[src/inc/sci_pkg.sv]
// constants and types shared by the serial transmitter, receiver and rate divider
package sci_pkg;
  // ------------------------------------------------------------
  // register byte offsets
  // ------------------------------------------------------------
  localparam logic [7:0] OFF_STATUS = 8'h00;
  localparam logic [7:0] OFF_DATA = 8'h04;
  localparam logic [7:0] OFF_CTRL1 = 8'h08;
  localparam logic [7:0] OFF_CTRL2 = 8'h0C;
  localparam logic [7:0] OFF_RATE = 8'h10;
  // ------------------------------------------------------------
  // field positions
  // ------------------------------------------------------------
  localparam int ST_HE = 7;
  localparam int ST_FD = 6;
  localparam int ST_RF = 5;
  localparam int ST_FF = 1;
  localparam int C1_RX9 = 7;
  localparam int C1_TX9 = 6;
  localparam int C1_LEN9 = 4;
  localparam int C2_HEIE = 7;
  localparam int C2_FDIE = 6;
  localparam int C2_RFIE = 5;
  localparam int C2_SENDON = 3;
  localparam int C2_RECVON = 2;
  localparam int C2_BRK = 0;
  localparam int RT_PRE = 6;
  localparam int RT_SEND = 3;
  localparam int RT_RECV = 0;
  // ------------------------------------------------------------
  // reset values and counts
  // ------------------------------------------------------------
  localparam logic [7:0] CTRL_RST = 8'h00;
  localparam logic [7:0] RATE_RST = 8'h00;
  localparam logic [3:0] PHASE_LAST = 4'hF;
  localparam logic [3:0] START_MID = 4'h7;
  localparam logic [3:0] LEN_WORD8 = 4'hA;
  localparam logic [3:0] LEN_WORD9 = 4'hB;
  localparam logic [3:0] LEN_MARK = 4'h1;
  localparam logic [10:0] PRE_F1 = 11'h001;
  localparam logic [10:0] PRE_F3 = 11'h003;
  localparam logic [10:0] PRE_F4 = 11'h004;
  localparam logic [10:0] PRE_F13 = 11'h00D;
  typedef enum logic [1:0] {K_DATA = 2'b00, K_IDLE = 2'b01, K_BREAK = 2'b10,
    K_MARK = 2'b11} kind_t;
  typedef enum logic [1:0] {RX_IDLE = 2'b00, RX_START = 2'b01,
    RX_DATA = 2'b10} rxst_t;
endpackage

[src/rate_gen.sv]
// rate divider giving a one-cycle enable at sixteen times the bit rate
`timescale 1ns/1ps
module rate_gen (
  // clock and reset
  input wire logic clk,
  input wire logic rstN,
  // configuration
  input wire logic run,
  input wire logic [1:0] preCode,
  input wire logic [2:0] divCode,
  // enable out
  output logic tick
);
  logic [10:0] pre;
  logic [10:0] factor;
  logic [10:0] cnt_q;

  always_comb
  begin
    case (preCode)
      2'b00: pre = sci_pkg::PRE_F1;
      2'b01: pre = sci_pkg::PRE_F3;
      2'b10: pre = sci_pkg::PRE_F4;
      default: pre = sci_pkg::PRE_F13;
    endcase
  end
  assign factor = pre << divCode;

  always_ff @(posedge clk or negedge rstN)
  begin
    if (!rstN)
    begin
      cnt_q <= 11'h000;
      tick <= 1'b0;
    end
    else if (!run)
    begin
      cnt_q <= 11'h000;
      tick <= 1'b0;
    end
    else if (cnt_q == factor - 11'h001)
    begin
      cnt_q <= 11'h000;
      tick <= 1'b1;
    end
    else
    begin
      cnt_q <= cnt_q + 11'h001;
      tick <= 1'b0;
    end
  end

  property p_pre13;
    @(posedge clk) disable iff (!rstN)
    run && preCode == 2'b11 && divCode == 3'b000 && tick |=> (run -> !tick) [*8];
  endproperty
  a_pre13: assert property (p_pre13) else $error("tick gap too short for factor 13");

  property p_div1;
    @(posedge clk) disable iff (!rstN)
    run && $past(run) && factor == 11'h001 && $past(factor) == 11'h001 |-> tick;
  endproperty
  a_div1: assert property (p_div1) else $error("factor one must tick every cycle");
endmodule

[src/async_serial_tx_baud.sv]
// serial transmitter, receiver framing check and baud divider behind an AHB-Lite slave
`timescale 1ns/1ps
module async_serial_tx_baud (
  // clock and reset
  input wire logic clk,
  input wire logic nrst,
  // AHB-Lite slave
  input wire logic hsel,
  input wire logic [7:0] haddr,
  input wire logic [1:0] htrans,
  input wire logic hwrite,
  input wire logic [2:0] hsize,
  input wire logic [31:0] hwdata,
  input wire logic hready,
  output logic hreadyout,
  output logic hresp,
  output logic [31:0] hrdata,
  // serial line
  input wire logic rxd,
  output logic txd,
  output logic txOwned,
  // cpu interrupt
  input wire logic cpuMask,
  output logic irqReq
);
  // ------------------------------------------------------------
  // reset release
  // ------------------------------------------------------------
  logic rstMeta_q, rstN;
  always_ff @(posedge clk or negedge nrst)
  begin
    if (!nrst)
    begin
      rstMeta_q <= 1'b0;
      rstN <= 1'b0;
    end
    else
    begin
      rstMeta_q <= 1'b1;
      rstN <= rstMeta_q;
    end
  end

  // ------------------------------------------------------------
  // bus slave
  // ------------------------------------------------------------
  logic dpValid_q, dpWrite_q;
  logic [7:0] dpAddr_q;
  logic apTake, apRead, wrEn, statusAcc, statusRd, dataRd, dataWr;
  logic armedTx_q, armedRx_q;
  logic [7:0] ctrl1_q, ctrl2_q, rate_q, rdVal;
  logic holdingEmpty_q, frameDone_q, receiveFull_q, framingFault_q;
  logic [8:0] rxData_q;

  assign apTake = hsel && htrans[1] && hready;
  assign apRead = apTake && !hwrite;
  assign wrEn = dpValid_q && dpWrite_q;
  assign statusAcc = apTake && haddr == sci_pkg::OFF_STATUS;
  assign statusRd = apRead && haddr == sci_pkg::OFF_STATUS;
  assign dataRd = apRead && haddr == sci_pkg::OFF_DATA;
  assign dataWr = wrEn && dpAddr_q == sci_pkg::OFF_DATA;
  assign hreadyout = 1'b1;
  assign hresp = 1'b0;

  always_ff @(posedge clk or negedge rstN)
  begin
    if (!rstN)
    begin
      dpValid_q <= 1'b0;
      dpWrite_q <= 1'b0;
      dpAddr_q <= 8'h00;
    end
    else
    begin
      dpValid_q <= apTake;
      dpWrite_q <= hwrite;
      dpAddr_q <= haddr;
    end
  end

  always_comb
  begin
    case (haddr)
      sci_pkg::OFF_STATUS: rdVal = {holdingEmpty_q, frameDone_q, receiveFull_q, 3'b000,
        framingFault_q, 1'b0};
      sci_pkg::OFF_DATA: rdVal = rxData_q[7:0];
      sci_pkg::OFF_CTRL1: rdVal = {rxData_q[8], ctrl1_q[6:0]};
      sci_pkg::OFF_CTRL2: rdVal = ctrl2_q;
      sci_pkg::OFF_RATE: rdVal = rate_q;
      default: rdVal = 8'h00;
    endcase
  end

  always_ff @(posedge clk or negedge rstN)
  begin
    if (!rstN)
      hrdata <= 32'h0000_0000;
    else if (apRead)
      hrdata <= {24'h00_0000, rdVal};
  end

  always_ff @(posedge clk or negedge rstN)
  begin
    if (!rstN)
    begin
      ctrl1_q <= sci_pkg::CTRL_RST;
      ctrl2_q <= sci_pkg::CTRL_RST;
      rate_q <= sci_pkg::RATE_RST;
    end
    else if (wrEn)
    begin
      if (dpAddr_q == sci_pkg::OFF_CTRL1)
        ctrl1_q <= {1'b0, hwdata[6:0]};
      if (dpAddr_q == sci_pkg::OFF_CTRL2)
        ctrl2_q <= hwdata[7:0];
      if (dpAddr_q == sci_pkg::OFF_RATE)
        rate_q <= hwdata[7:0];
    end
  end

  // first step of the two-step clear sequences
  always_ff @(posedge clk or negedge rstN)
  begin
    if (!rstN)
    begin
      armedTx_q <= 1'b0;
      armedRx_q <= 1'b0;
    end
    else
    begin
      if (statusAcc)
        armedTx_q <= 1'b1;
      else if (dataWr)
        armedTx_q <= 1'b0;
      if (statusRd)
        armedRx_q <= 1'b1;
      else if (dataRd)
        armedRx_q <= 1'b0;
    end
  end

  // ------------------------------------------------------------
  // baud dividers
  // ------------------------------------------------------------
  logic senderOn, recvOn, breakReq, len9;
  logic txTick, rxTick, busy_q;
  assign senderOn = ctrl2_q[sci_pkg::C2_SENDON];
  assign recvOn = ctrl2_q[sci_pkg::C2_RECVON];
  assign breakReq = ctrl2_q[sci_pkg::C2_BRK];
  assign len9 = ctrl1_q[sci_pkg::C1_LEN9];

  rate_gen txRate (
    .clk(clk),
    .rstN(rstN),
    .run(senderOn || busy_q),
    .preCode(rate_q[sci_pkg::RT_PRE +: 2]),
    .divCode(rate_q[sci_pkg::RT_SEND +: 3]),
    .tick(txTick)
  );
  rate_gen rxRate (
    .clk(clk),
    .rstN(rstN),
    .run(recvOn),
    .preCode(rate_q[sci_pkg::RT_PRE +: 2]),
    .divCode(rate_q[sci_pkg::RT_RECV +: 3]),
    .tick(rxTick)
  );

  // ------------------------------------------------------------
  // transmitter
  // ------------------------------------------------------------
  logic [8:0] hold_q, newWord;
  logic [10:0] shift_q, dataFrame;
  logic [3:0] bitsLeft_q, phase_q, frameLen;
  logic holdFull_q, idlePend_q, markPend_q, senderPrev_q, senderChg, senderRise;
  logic bitEnd, frameEnd, canStart, selBreak, selMark, selIdle, selData, startAny;
  sci_pkg::kind_t kind_q;

  assign senderChg = senderOn != senderPrev_q;
  assign senderRise = senderOn && !senderPrev_q;
  assign newWord = {len9 && ctrl1_q[sci_pkg::C1_TX9], hwdata[7:0]};
  assign frameLen = len9 ? sci_pkg::LEN_WORD9 : sci_pkg::LEN_WORD8;
  assign bitEnd = busy_q && txTick && phase_q == sci_pkg::PHASE_LAST;
  assign frameEnd = bitEnd && bitsLeft_q == 4'h1;
  assign canStart = senderOn && (!busy_q || frameEnd);
  assign selBreak = canStart && breakReq;
  assign selMark = canStart && !breakReq && markPend_q;
  assign selIdle = canStart && !breakReq && !markPend_q && idlePend_q;
  assign selData = canStart && !breakReq && !markPend_q && !idlePend_q
    && (holdFull_q || dataWr);
  assign startAny = selBreak || selMark || selIdle || selData;

  always_comb
  begin
    logic [8:0] w;
    w = holdFull_q ? hold_q : newWord;
    dataFrame = len9 ? {1'b1, w, 1'b0} : {2'b11, w[7:0], 1'b0};
  end

  always_ff @(posedge clk or negedge rstN)
  begin
    if (!rstN)
      senderPrev_q <= 1'b0;
    else
      senderPrev_q <= senderOn;
  end

  // holding buffer between bus and shifter
  always_ff @(posedge clk or negedge rstN)
  begin
    if (!rstN)
    begin
      hold_q <= 9'h000;
      holdFull_q <= 1'b0;
    end
    else if (senderChg)
      holdFull_q <= 1'b0;
    else if (selData && holdFull_q)
    begin
      holdFull_q <= dataWr;
      hold_q <= newWord;
    end
    else if (dataWr && !selData)
    begin
      holdFull_q <= 1'b1;
      hold_q <= newWord;
    end
  end

  // shifter and bit timing
  always_ff @(posedge clk or negedge rstN)
  begin
    if (!rstN)
    begin
      shift_q <= 11'h7FF;
      bitsLeft_q <= 4'h0;
      phase_q <= 4'h0;
      busy_q <= 1'b0;
      kind_q <= sci_pkg::K_IDLE;
    end
    else if (startAny)
    begin
      busy_q <= 1'b1;
      phase_q <= 4'h0;
      bitsLeft_q <= selMark ? sci_pkg::LEN_MARK : frameLen;
      if (selBreak)
      begin
        shift_q <= 11'h000;
        kind_q <= sci_pkg::K_BREAK;
      end
      else if (selData)
      begin
        shift_q <= dataFrame;
        kind_q <= sci_pkg::K_DATA;
      end
      else
      begin
        shift_q <= 11'h7FF;
        kind_q <= selMark ? sci_pkg::K_MARK : sci_pkg::K_IDLE;
      end
    end
    else if (frameEnd)
    begin
      busy_q <= 1'b0;
      shift_q <= 11'h7FF;
    end
    else if (busy_q && txTick)
    begin
      phase_q <= phase_q + 4'h1;
      if (bitEnd)
      begin
        shift_q <= {1'b1, shift_q[10:1]};
        bitsLeft_q <= bitsLeft_q - 4'h1;
      end
    end
  end

  always_ff @(posedge clk or negedge rstN)
  begin
    if (!rstN)
    begin
      idlePend_q <= 1'b0;
      markPend_q <= 1'b0;
    end
    else
    begin
      if (senderRise)
        idlePend_q <= 1'b1;
      else if (selIdle)
        idlePend_q <= 1'b0;
      if (frameEnd && kind_q == sci_pkg::K_BREAK && !breakReq)
        markPend_q <= 1'b1;
      else if (selMark || !senderOn)
        markPend_q <= 1'b0;
    end
  end

  assign txd = shift_q[0];
  assign txOwned = senderOn || busy_q;

  // ------------------------------------------------------------
  // transmit flags
  // ------------------------------------------------------------
  always_ff @(posedge clk or negedge rstN)
  begin
    if (!rstN)
    begin
      holdingEmpty_q <= 1'b1;
      frameDone_q <= 1'b1;
    end
    else
    begin
      if (selData || senderChg)
        holdingEmpty_q <= 1'b1;
      else if (dataWr && armedTx_q)
        holdingEmpty_q <= 1'b0;
      if (frameEnd && !startAny)
        frameDone_q <= 1'b1;
      else if (dataWr && armedTx_q)
        frameDone_q <= 1'b0;
    end
  end

  // ------------------------------------------------------------
  // receiver
  // ------------------------------------------------------------
  logic rxMeta_q, rxSync_q, rxPrev_q, rxDone;
  logic [3:0] rxCnt_q, rxIdx_q, dataBits;
  logic [8:0] rxSh_q;
  sci_pkg::rxst_t rxSt_q;

  assign dataBits = len9 ? 4'h9 : 4'h8;
  assign rxDone = rxSt_q == sci_pkg::RX_DATA && rxTick
    && rxCnt_q == sci_pkg::PHASE_LAST && rxIdx_q == dataBits;

  always_ff @(posedge clk or negedge rstN)
  begin
    if (!rstN)
    begin
      rxMeta_q <= 1'b1;
      rxSync_q <= 1'b1;
      rxPrev_q <= 1'b1;
    end
    else
    begin
      rxMeta_q <= rxd;
      rxSync_q <= rxMeta_q;
      rxPrev_q <= rxSync_q;
    end
  end

  always_ff @(posedge clk or negedge rstN)
  begin
    if (!rstN)
    begin
      rxSt_q <= sci_pkg::RX_IDLE;
      rxCnt_q <= 4'h0;
      rxIdx_q <= 4'h0;
      rxSh_q <= 9'h000;
    end
    else if (!recvOn)
      rxSt_q <= sci_pkg::RX_IDLE;
    else
    begin
      case (rxSt_q)
        sci_pkg::RX_IDLE:
          if (rxPrev_q && !rxSync_q)
          begin
            rxSt_q <= sci_pkg::RX_START;
            rxCnt_q <= 4'h0;
          end
        sci_pkg::RX_START:
          if (rxTick)
          begin
            rxCnt_q <= rxCnt_q + 4'h1;
            if (rxCnt_q == sci_pkg::START_MID)
            begin
              rxSt_q <= rxSync_q ? sci_pkg::RX_IDLE : sci_pkg::RX_DATA;
              rxCnt_q <= 4'h0;
              rxIdx_q <= 4'h0;
            end
          end
        sci_pkg::RX_DATA:
          if (rxTick)
          begin
            rxCnt_q <= rxCnt_q + 4'h1;
            if (rxCnt_q == sci_pkg::PHASE_LAST)
            begin
              if (rxIdx_q == dataBits)
                rxSt_q <= sci_pkg::RX_IDLE;
              else
              begin
                rxSh_q <= {rxSync_q, rxSh_q[8:1]};
                rxIdx_q <= rxIdx_q + 4'h1;
              end
            end
          end
        default: rxSt_q <= sci_pkg::RX_IDLE;
      endcase
    end
  end

  // received word and its flags
  always_ff @(posedge clk or negedge rstN)
  begin
    if (!rstN)
    begin
      rxData_q <= 9'h000;
      receiveFull_q <= 1'b0;
      framingFault_q <= 1'b0;
    end
    else
    begin
      if (rxDone)
        rxData_q <= len9 ? rxSh_q : {1'b0, rxSh_q[8:1]};
      if (rxDone)
        receiveFull_q <= 1'b1;
      else if (dataRd && armedRx_q)
        receiveFull_q <= 1'b0;
      if (rxDone && !rxSync_q)
        framingFault_q <= 1'b1;
      else if (dataRd && armedRx_q)
        framingFault_q <= 1'b0;
    end
  end

  // ------------------------------------------------------------
  // interrupt request
  // ------------------------------------------------------------
  always_ff @(posedge clk or negedge rstN)
  begin
    if (!rstN)
      irqReq <= 1'b0;
    else
      irqReq <= !cpuMask && ((holdingEmpty_q && ctrl2_q[sci_pkg::C2_HEIE])
        || (frameDone_q && ctrl2_q[sci_pkg::C2_FDIE])
        || (receiveFull_q && ctrl2_q[sci_pkg::C2_RFIE]));
  end

  // ------------------------------------------------------------
  // checks
  // ------------------------------------------------------------
  property p_clear_seq;
    @(posedge clk) disable iff (!rstN)
    dataWr && armedTx_q && !selData && !senderChg && !frameEnd
      |=> !holdingEmpty_q && !frameDone_q;
  endproperty
  a_clear_seq: assert property (p_clear_seq) else $error("two-step clear failed");

  property p_idle_load;
    @(posedge clk) disable iff (!rstN)
    dataWr && senderOn && !busy_q && !holdFull_q && !breakReq && !idlePend_q
      && !markPend_q && !senderChg |=> busy_q && holdingEmpty_q && !txd;
  endproperty
  a_idle_load: assert property (p_idle_load) else $error("idle write did not start");

  property p_busy_hold;
    @(posedge clk) disable iff (!rstN)
    dataWr && busy_q && !frameEnd && !senderChg |=> holdFull_q && busy_q;
  endproperty
  a_busy_hold: assert property (p_busy_hold) else $error("busy write not held");

  property p_break_low;
    @(posedge clk) disable iff (!rstN)
    busy_q && kind_q == sci_pkg::K_BREAK |-> !txd;
  endproperty
  a_break_low: assert property (p_break_low) else $error("break frame not low");

  property p_idle_high;
    @(posedge clk) disable iff (!rstN)
    busy_q && kind_q == sci_pkg::K_IDLE |-> txd;
  endproperty
  a_idle_high: assert property (p_idle_high) else $error("idle frame not high");

  property p_done_flag;
    @(posedge clk) disable iff (!rstN)
    frameEnd && !startAny |=> frameDone_q && !busy_q ##1 (irqReq || $past(cpuMask)
      || !$past(ctrl2_q[sci_pkg::C2_FDIE]));
  endproperty
  a_done_flag: assert property (p_done_flag) else $error("done flag or request missing");

  property p_irq_mask;
    @(posedge clk) disable iff (!rstN)
    cpuMask |=> !irqReq;
  endproperty
  a_irq_mask: assert property (p_irq_mask) else $error("request while masked");

  property p_toggle_drop;
    @(posedge clk) disable iff (!rstN)
    senderChg |=> !holdFull_q && holdingEmpty_q;
  endproperty
  a_toggle_drop: assert property (p_toggle_drop) else $error("held word survived");

  property p_fault_full;
    @(posedge clk) disable iff (!rstN)
    $rose(framingFault_q) |-> receiveFull_q && $past(rxDone);
  endproperty
  a_fault_full: assert property (p_fault_full) else $error("fault without full flag");
endmodule

[config.mk]
export PLATFORM = sky130hd
export DESIGN_NAME = async_serial_tx_baud
export DESIGN_NICKNAME = d
export VERILOG_FILES = /design/src/inc/sci_pkg.sv /design/src/rate_gen.sv /design/src/async_serial_tx_baud.sv
export SDC_FILE = /design/constraint.sdc
export NUM_CORES = 1
export LEC_CHECK = 0
export BUFFER_PORTS_ARGS = -buffer_cell sky130_fd_sc_hd__buf_4
export CAP_MARGIN = 20
export CORE_ASPECT_RATIO = 1.75
export CORE_UTILIZATION = 40
export CTS_CLUSTER_SIZE = 10
export DETAILED_ROUTE_END_ITERATION = 16
export GPL_TIMING_DRIVEN = 0
export PLACE_DENSITY = 0.67
export SLEW_MARGIN = 20
export SYNTH_ARGS = -nofsm -noshare
export SYNTH_HDL_FRONTEND = slang
export SYNTH_HIERARCHICAL = 1
export SYNTH_SLANG_ARGS = --single-unit
export TNS_END_PERCENT = 30
[constraint.sdc]
create_clock -name clk -period 5.6 [get_ports clk]
set_input_delay 1.4 -clock clk [delete_from_list [all_inputs] [get_ports clk]]
set_output_delay 1.4 -clock clk [all_outputs]
set_load 0.01 [all_outputs]
# --- Word-level counts from Yosys, hierarchy flattened ---
# Index checks and enable logic that the tools add are counted.
totals:
  elab_cells: 246
  register_bits: 140
  input_bits: 52
classes:
  n_reduce_logical: 89
  n_eq_ne: 34
  bitwise_logic: 2
  mux: 73
  addsub: 8
  shift: 2
op_table:
  columns: ["operator", "count"]
  rows:
  - ["11-bit two-way mux", 9]
  - ["4-bit two-way mux", 17]
  - ["8-bit one-hot mux with 5 select lines", 1]
  - ["1-bit logical AND", 37]
  - ["9-bit two-way mux", 4]
  - ["8-bit by 4-bit equality test with 1-bit output (second input constant)", 4]
  - ["2-bit nonzero test", 13]
  - ["1-bit two-way mux", 25]
  - ["4-bit one-hot mux with 3 select lines", 2]
  - ["11-bit by 1-bit adder with 11-bit output (second input constant)", 2]
  - ["11-bit equality test", 2]
  - ["2-bit two-way mux", 11]
  - ["11-bit by 1-bit subtractor with 11-bit output (second input constant)", 2]
  - ["10-bit two-way mux", 2]
  - ["8-bit by 3-bit equality test with 1-bit output (second input constant)", 2]
  - ["8-bit by 5-bit equality test with 1-bit output (second input constant)", 2]
  - ["4-bit by 1-bit adder with 4-bit output (second input constant)", 3]
  - ["3-bit by 2-bit inequality test with 1-bit output (second input constant)", 4]
  - ["2-bit AND reduction", 6]
  - ["3-bit nonzero test", 4]
  - ["1-bit zero test", 11]
  - ["11-bit by 3-bit left shift with 11-bit output", 1]
  - ["4-bit by 3-bit left shift with 11-bit output", 1]
  - ["1-bit logical OR", 10]
  - ["other kinds (20)", 33]

# --- Logic depth before layout (Yosys ltp) ---
logic_depth:
  ltp_word: 14
  ltp_mapped: 13
  ltp_nobuf: 11

# --- Modules after synthesis ---
# Netlist, hierarchy kept.
modules_own_cells:
  columns: ["module", "seq_area_each_um2", "area_each_um2", "cells_each", "n_inst"]
  rows:
  - ["async_serial_tx_baud", 2924.1, 5569.1, 506, 1]
  - ["rate_gen (rxRate)", 300.3, 1217.4, 144, 1]
  - ["rate_gen (txRate)", 300.3, 1214.9, 148, 1]

# --- Least setup slack after synthesis ---
# Ideal clock, no wire load.
synth_path:
  path_type: "reg2reg"
  startpoint: "register rate_q[6]"
  endpoint: "register txRate.cnt_q[0]"
  path_stages_with_launch: 14
  arrival_ns: 2.919
  path_slack_ns: 2.557
  period_less_slack_ns: 3.043
  required_ns: 5.476
  path_buffers: 3
  cell_sequence: "dfrtp_1 buf_4 buf_2 nor2b_1 a21oi_1 or3_1 ha_1 xnor2_1 nand2_1 or3_1 and4_1 nor4_2 buf_4 a21oi_1"
synth_via:
  elab_chain_cells: 7
  elab_cells_between_ends: 9
synth_rtl:
  columns: ["element", "line_no", "source"]
  rows:
  - ["start: declaration", "async_serial_tx_baud.sv:51", "logic [7:0] ctrl1_q, ctrl2_q, rate_q, rdVal;"]
  - ["start signal: assignment", "async_serial_tx_baud.sv:108", "rate_q <= sci_pkg::RATE_RST;"]
  - ["start signal: assignment", "async_serial_tx_baud.sv:117", "rate_q <= hwdata[7:0];"]
  - ["2-bit equality test, or another cell as far along", "rate_gen.sv:20", "case (preCode)"]
  - ["4-bit one-hot mux with 3 select lines (*)", "rate_gen.sv:20", null]
  - ["11-bit by 3-bit left shift with 11-bit output (*)", "rate_gen.sv:27", "assign factor = pre << divCode;"]
  - ["11-bit by 1-bit subtractor with 11-bit output (*)", "rate_gen.sv:41", "else if (cnt_q == factor - 11'h001)"]
  - ["11-bit equality test (*)", "rate_gen.sv:41", null]
  - ["11-bit two-way mux (*)", "rate_gen.sv:41", null]
  - ["11-bit two-way mux (*)", "rate_gen.sv:36", "else if (!run)"]
  - ["end signal: assignment", "rate_gen.sv:48", "cnt_q <= cnt_q + 11'h001;"]
  - ["end: declaration", "rate_gen.sv:16", "logic [10:0] cnt_q;"]
# Mark *: on every way between the ends. The rest lies on a longest branch, timed or not.
# A chain may end at the register's enable or synchronous reset.

# --- Worst setup path after layout ---
layout_path:
  startpoint: "register rate_q[6]"
  endpoint: "register txRate.cnt_q[7]"
# The elaborated chain is that of the path after synthesis.

==> run_results.csv <==
group,metric,value,unit
worst_setup_path,startpoint,"rate_q[6]$_DFFE_PN0P_",
grt,grt_max_degree,52,
logic_synthesis,synth-main-ff-cell,"dfrtp_1",
timing,fin_ws,1950,ps
timing,period_share,65.2,%
die,die_x,109,um
worst_setup_path,cp_cell_sequence,"buf_4, buf_2, nor2b_1, a21oi_1, or3_1, ha_1, xnor2_1, nand2_1, or3_1, and4_1, nor4_2, buf_4, a21oi_1",
logic_synthesis,syn_avg_cell_area,10.0,um^2
logic_synthesis,synth-simple-area-share,18.7,%
layout,layout.nets,944,
logic_synthesis,synth_edf_count,0,
logic_synthesis,yosysWarningCount,6,
worst_setup_path,critPathRequiredTime,5910,ps
logic_synthesis,synth_cell_type_count,88,
logic_synthesis,synth-compound-area-share,15.8,%
clock_network,numCtsBuffers,17,
die,die_h,189,um
clock_network,cts_buffer_depth,2,
power_and_ir_drop,powerDensity,313,nW/um^2
grt,antenna_found_initial,0,
clock_network,tritoncts,"built",
layout,drive_gt1_share,22.6,%
logic_synthesis,synth_top_family_by_area,"simple AND/OR/NAND/NOR gates",
timing,grt_setup_unrepaired,"false",
routing,post_drt_wl_per_cell,16.4,um
clock_network,cts_sinks,140,
layout,nFillCells,1854,
logic_synthesis,seq_area_frac_synth,44.1,%
grt,grt_pass1_wl,31100,um
grt,grt_pass1_vias,6312,
layout,syn2layout_area_growth,15.8,%
worst_setup_path,arrival,3960,ps
routing,drt_wl_total,18600,um
timing,fin_tns_setup,0,ps
clock_network,ctsHtreeMaxLevel,4,
placement,dp.final_hpwl,14000,um
placement,io_buffers,34,
worst_setup_path,worst-setup-path-type,"flip-flop to flip-flop",
die,pin_count,89,
timing,worstMarginPinSlew,848,ps
layout,insertedDiodeCount,0,
grt,grt_overflow,0,
worst_setup_path,endpoint_kind,"flip-flop",
hold_path,hp-class,"flip-flop to asynchronous set/reset pin",
logic_synthesis,async_reset_ff_share,100,%
logic_synthesis,ys_ff_latch,140,
worst_setup_path,cp_slowest_cell,"dfrtp_1",
clock_network,post_cts_resized,0,
worst_setup_path,reg2reg_slack,1950,ps
grt,grt_usage,19.7,%
die,initial_utilization,40.7,%
worst_setup_path,r2r-start,"rate_q[6]$_DFFE_PN0P_",
timing,hold_viol_final,0,
routing,drt-initial-drc-count,290,
placement,place_ws,2000,ps
timing,max_freq,274,MHz
routing,drcViolationCount,0,
timing,clock_skew,14.5,ps
routing,drtAntennaViolNets,0,
logic_synthesis,synth-adder-area-share,2.31,%
layout,fin_area,9260,um^2
power_and_ir_drop,power,2.90,mW
power_and_ir_drop,ir_worst_vdd,193,uV
worst_setup_path,crit_path_max_fanout,11,
layout,fin_util,47.1,%
power_and_ir_drop,leakagePower,4.07,nW
clock_network,postCtsHoldBufs,0,
routing,num_vias,6160,
logic_synthesis,synth_xor_area_share,4.80,%
clock_network,cts.clk_slew.worst_paths,60,ps
timing,min_period,3650,ps
placement,dpl_cell_area,8710,um^2
run,maxCapViolCount,0,
die,die_area,20600,um^2
logic_synthesis,netlist_area,8000,um^2
routing,drt-pass1-iter-count,4,
timing,setup_viol,0,
status,status,"complete, no violations",
logic_synthesis,syn_inst,798,
clock_network,post_cts.repair.setup_buffers,0,
worst_setup_path,critPathLaunchType,"flip-flop",
worst_setup_path,max_stage_delay,590,ps
clock_network,root_buffer,"clkbuf_16",
die,num_rows,68,
die,core_area,19700,um^2
logic_synthesis,synth_mux_area_share,8.02,%
placement,place_congestion,0.862,
timing,final_max_slew_viol_count,0,
clock_network,worstSkewPairLatency,440,ps
timing,relSlewSlack,43.3,%
routing,avgViaCountPerCell,5.42,
[flip-flops by register name, indices dropped and copies added (netlist names), 2 cells and up]
signal,count
rxSt_q,2
kind_q,2
rxRate/cnt_q,11
txRate/cnt_q,11
ctrl2_q,8
dpAddr_q,8
phase_q,4
rxSh_q,9
rxData_q,9
ctrl1_q,7
shift_q,11
rate_q,8
rxCnt_q,4
rxIdx_q,4
hrdata,8
hold_q,9
bitsLeft_q,4
[final cells by class]
cell class / instances / area, um^2 / area share [%]
well taps: 245 / 307 / 3.31
clock buffers: 17 / 425 / 4.59
plain buffers: 66 / 408 / 4.40
clock inverters: 15 / 129 / 1.39
flip-flops and latches: 140 / 3530 / 38.1
multi-input cells: 594 / 4080 / 44.0
inverters: 23 / 86.3 / 0.932
repair buffers: 36 / 303 / 3.27
[synthesized netlist by cell type, types with 3 or more instances]
library cell / count / share of area [%]
buf_6: 3 / 0.42
xor2_1: 16 / 1.8
or3_1: 8 / 0.63
nand3b_1: 9 / 0.84
mux2_2: 41 / 5.8
nor2b_1: 6 / 0.47
nor3_1: 16 / 1.0
nand2b_1: 15 / 1.2
a21oi_1: 31 / 1.9
and4_1: 4 / 0.44
nand3_1: 36 / 2.3
ha_1: 14 / 2.2
dfrtp_1: 123 / 38
a221oi_1: 14 / 1.5
o21ai_1: 6 / 0.38
xnor2_1: 26 / 2.8
o22ai_1: 7 / 0.55
o221ai_1: 3 / 0.33
nand2_1: 65 / 3.0
and4b_1: 3 / 0.38
and2_1: 13 / 1.0
nor2_1: 47 / 2.2
a21o_1: 13 / 1.2
nand4_1: 13 / 1.0
o21ai_0: 46 / 2.9
a22oi_1: 7 / 0.66
buf_2: 14 / 0.88
o211ai_1: 4 / 0.38
nor4_1: 3 / 0.23
mux2i_1: 18 / 2.3
and3_1: 8 / 0.63
a32o_1: 3 / 0.38
or2_2: 3 / 0.23
buf_4: 32 / 3.0
o31ai_1: 4 / 0.38
inv_1: 23 / 1.1
clkbuf_1: 17 / 0.80
a211o_1: 3 / 0.33
nor3b_1: 4 / 0.38
dfstp_2: 17 / 5.6
[where the power goes]
| part | leakage, nW | switching [mW] | total, mW | internal [mW] |
|---|---|---|---|---|
| clock network | 0.276 | 0.496 | 1.08 | 0.582 |
| registers | 1.70 | 0.115 | 1.27 | 1.16 |
| logic | 2.09 | 0.284 | 0.545 | 0.262 |
[logic make-up after synthesis]
group,after synthesis
AOI/OAI and AO/OA,177
xor gates and xnor gates,43
adders and majority gates,15
buffers and inverters,89
DFF,140
muxes,59
other,2
and+or+nand+nor,273
[per-stage QoR]
stage	std cells	hold slack, ps
after floorplan	823	331
after global placement	1102	336
after detailed placement	1104	339
after CTS	1136	354
after global routing	1136	356
final	1136	350
[worst paths after layout]
path,end,depth (start not counted)
min in group clk,rstN$_DFF_PN0_,0
max in group asynchronous,kind_q[0]$_DFFE_PN1P_,2
max,txRate/cnt_q[7]$_DFF_PN0_,13
min,hrdata[6]$_DFFE_PN0P_,0
max reg2reg,txRate/cnt_q[7]$_DFF_PN0_,13
min reg2reg,hrdata[6]$_DFFE_PN0P_,0
[cells in the final DEF (no fill, tap or decap), drive strengths merged, types with 14 or more instances in the layout]
cell type  instances
mux2i             18
nand3             36
dfrtp            123
a221oi            14
nand2             65
clkbuf            34
ha                14
conb              27
nor3              16
xnor2             27
buf               85
mux2              41
nor2              48
inv               31
o21ai             52
dfstp             17
and2              15
a21oi             31
nand2b            15
xor2              16
[layer usage]
layer	vias up	GRT usage, %	wire length, um
met5	-	0	0
met4	0	11.9	856
met3	53	4.27	638
met2	131	36.2	10300
met1	2981	19.6	6800
li1	2995	-	-
[worst max-delay path, delay by kind of cell (launching register included)]
kind / cells / cell delay (ps)
adder cells (fa/ha/maj): 1 / 280
AO/OA/AOI/OAI: 2 / 130
AND/OR/NAND/NOR: 6 / 1490
buffers and inverters: 3 / 730
XOR/XNOR: 1 / 310
flip-flops: 1 / 590
Power figures use the tool's default switching activity.
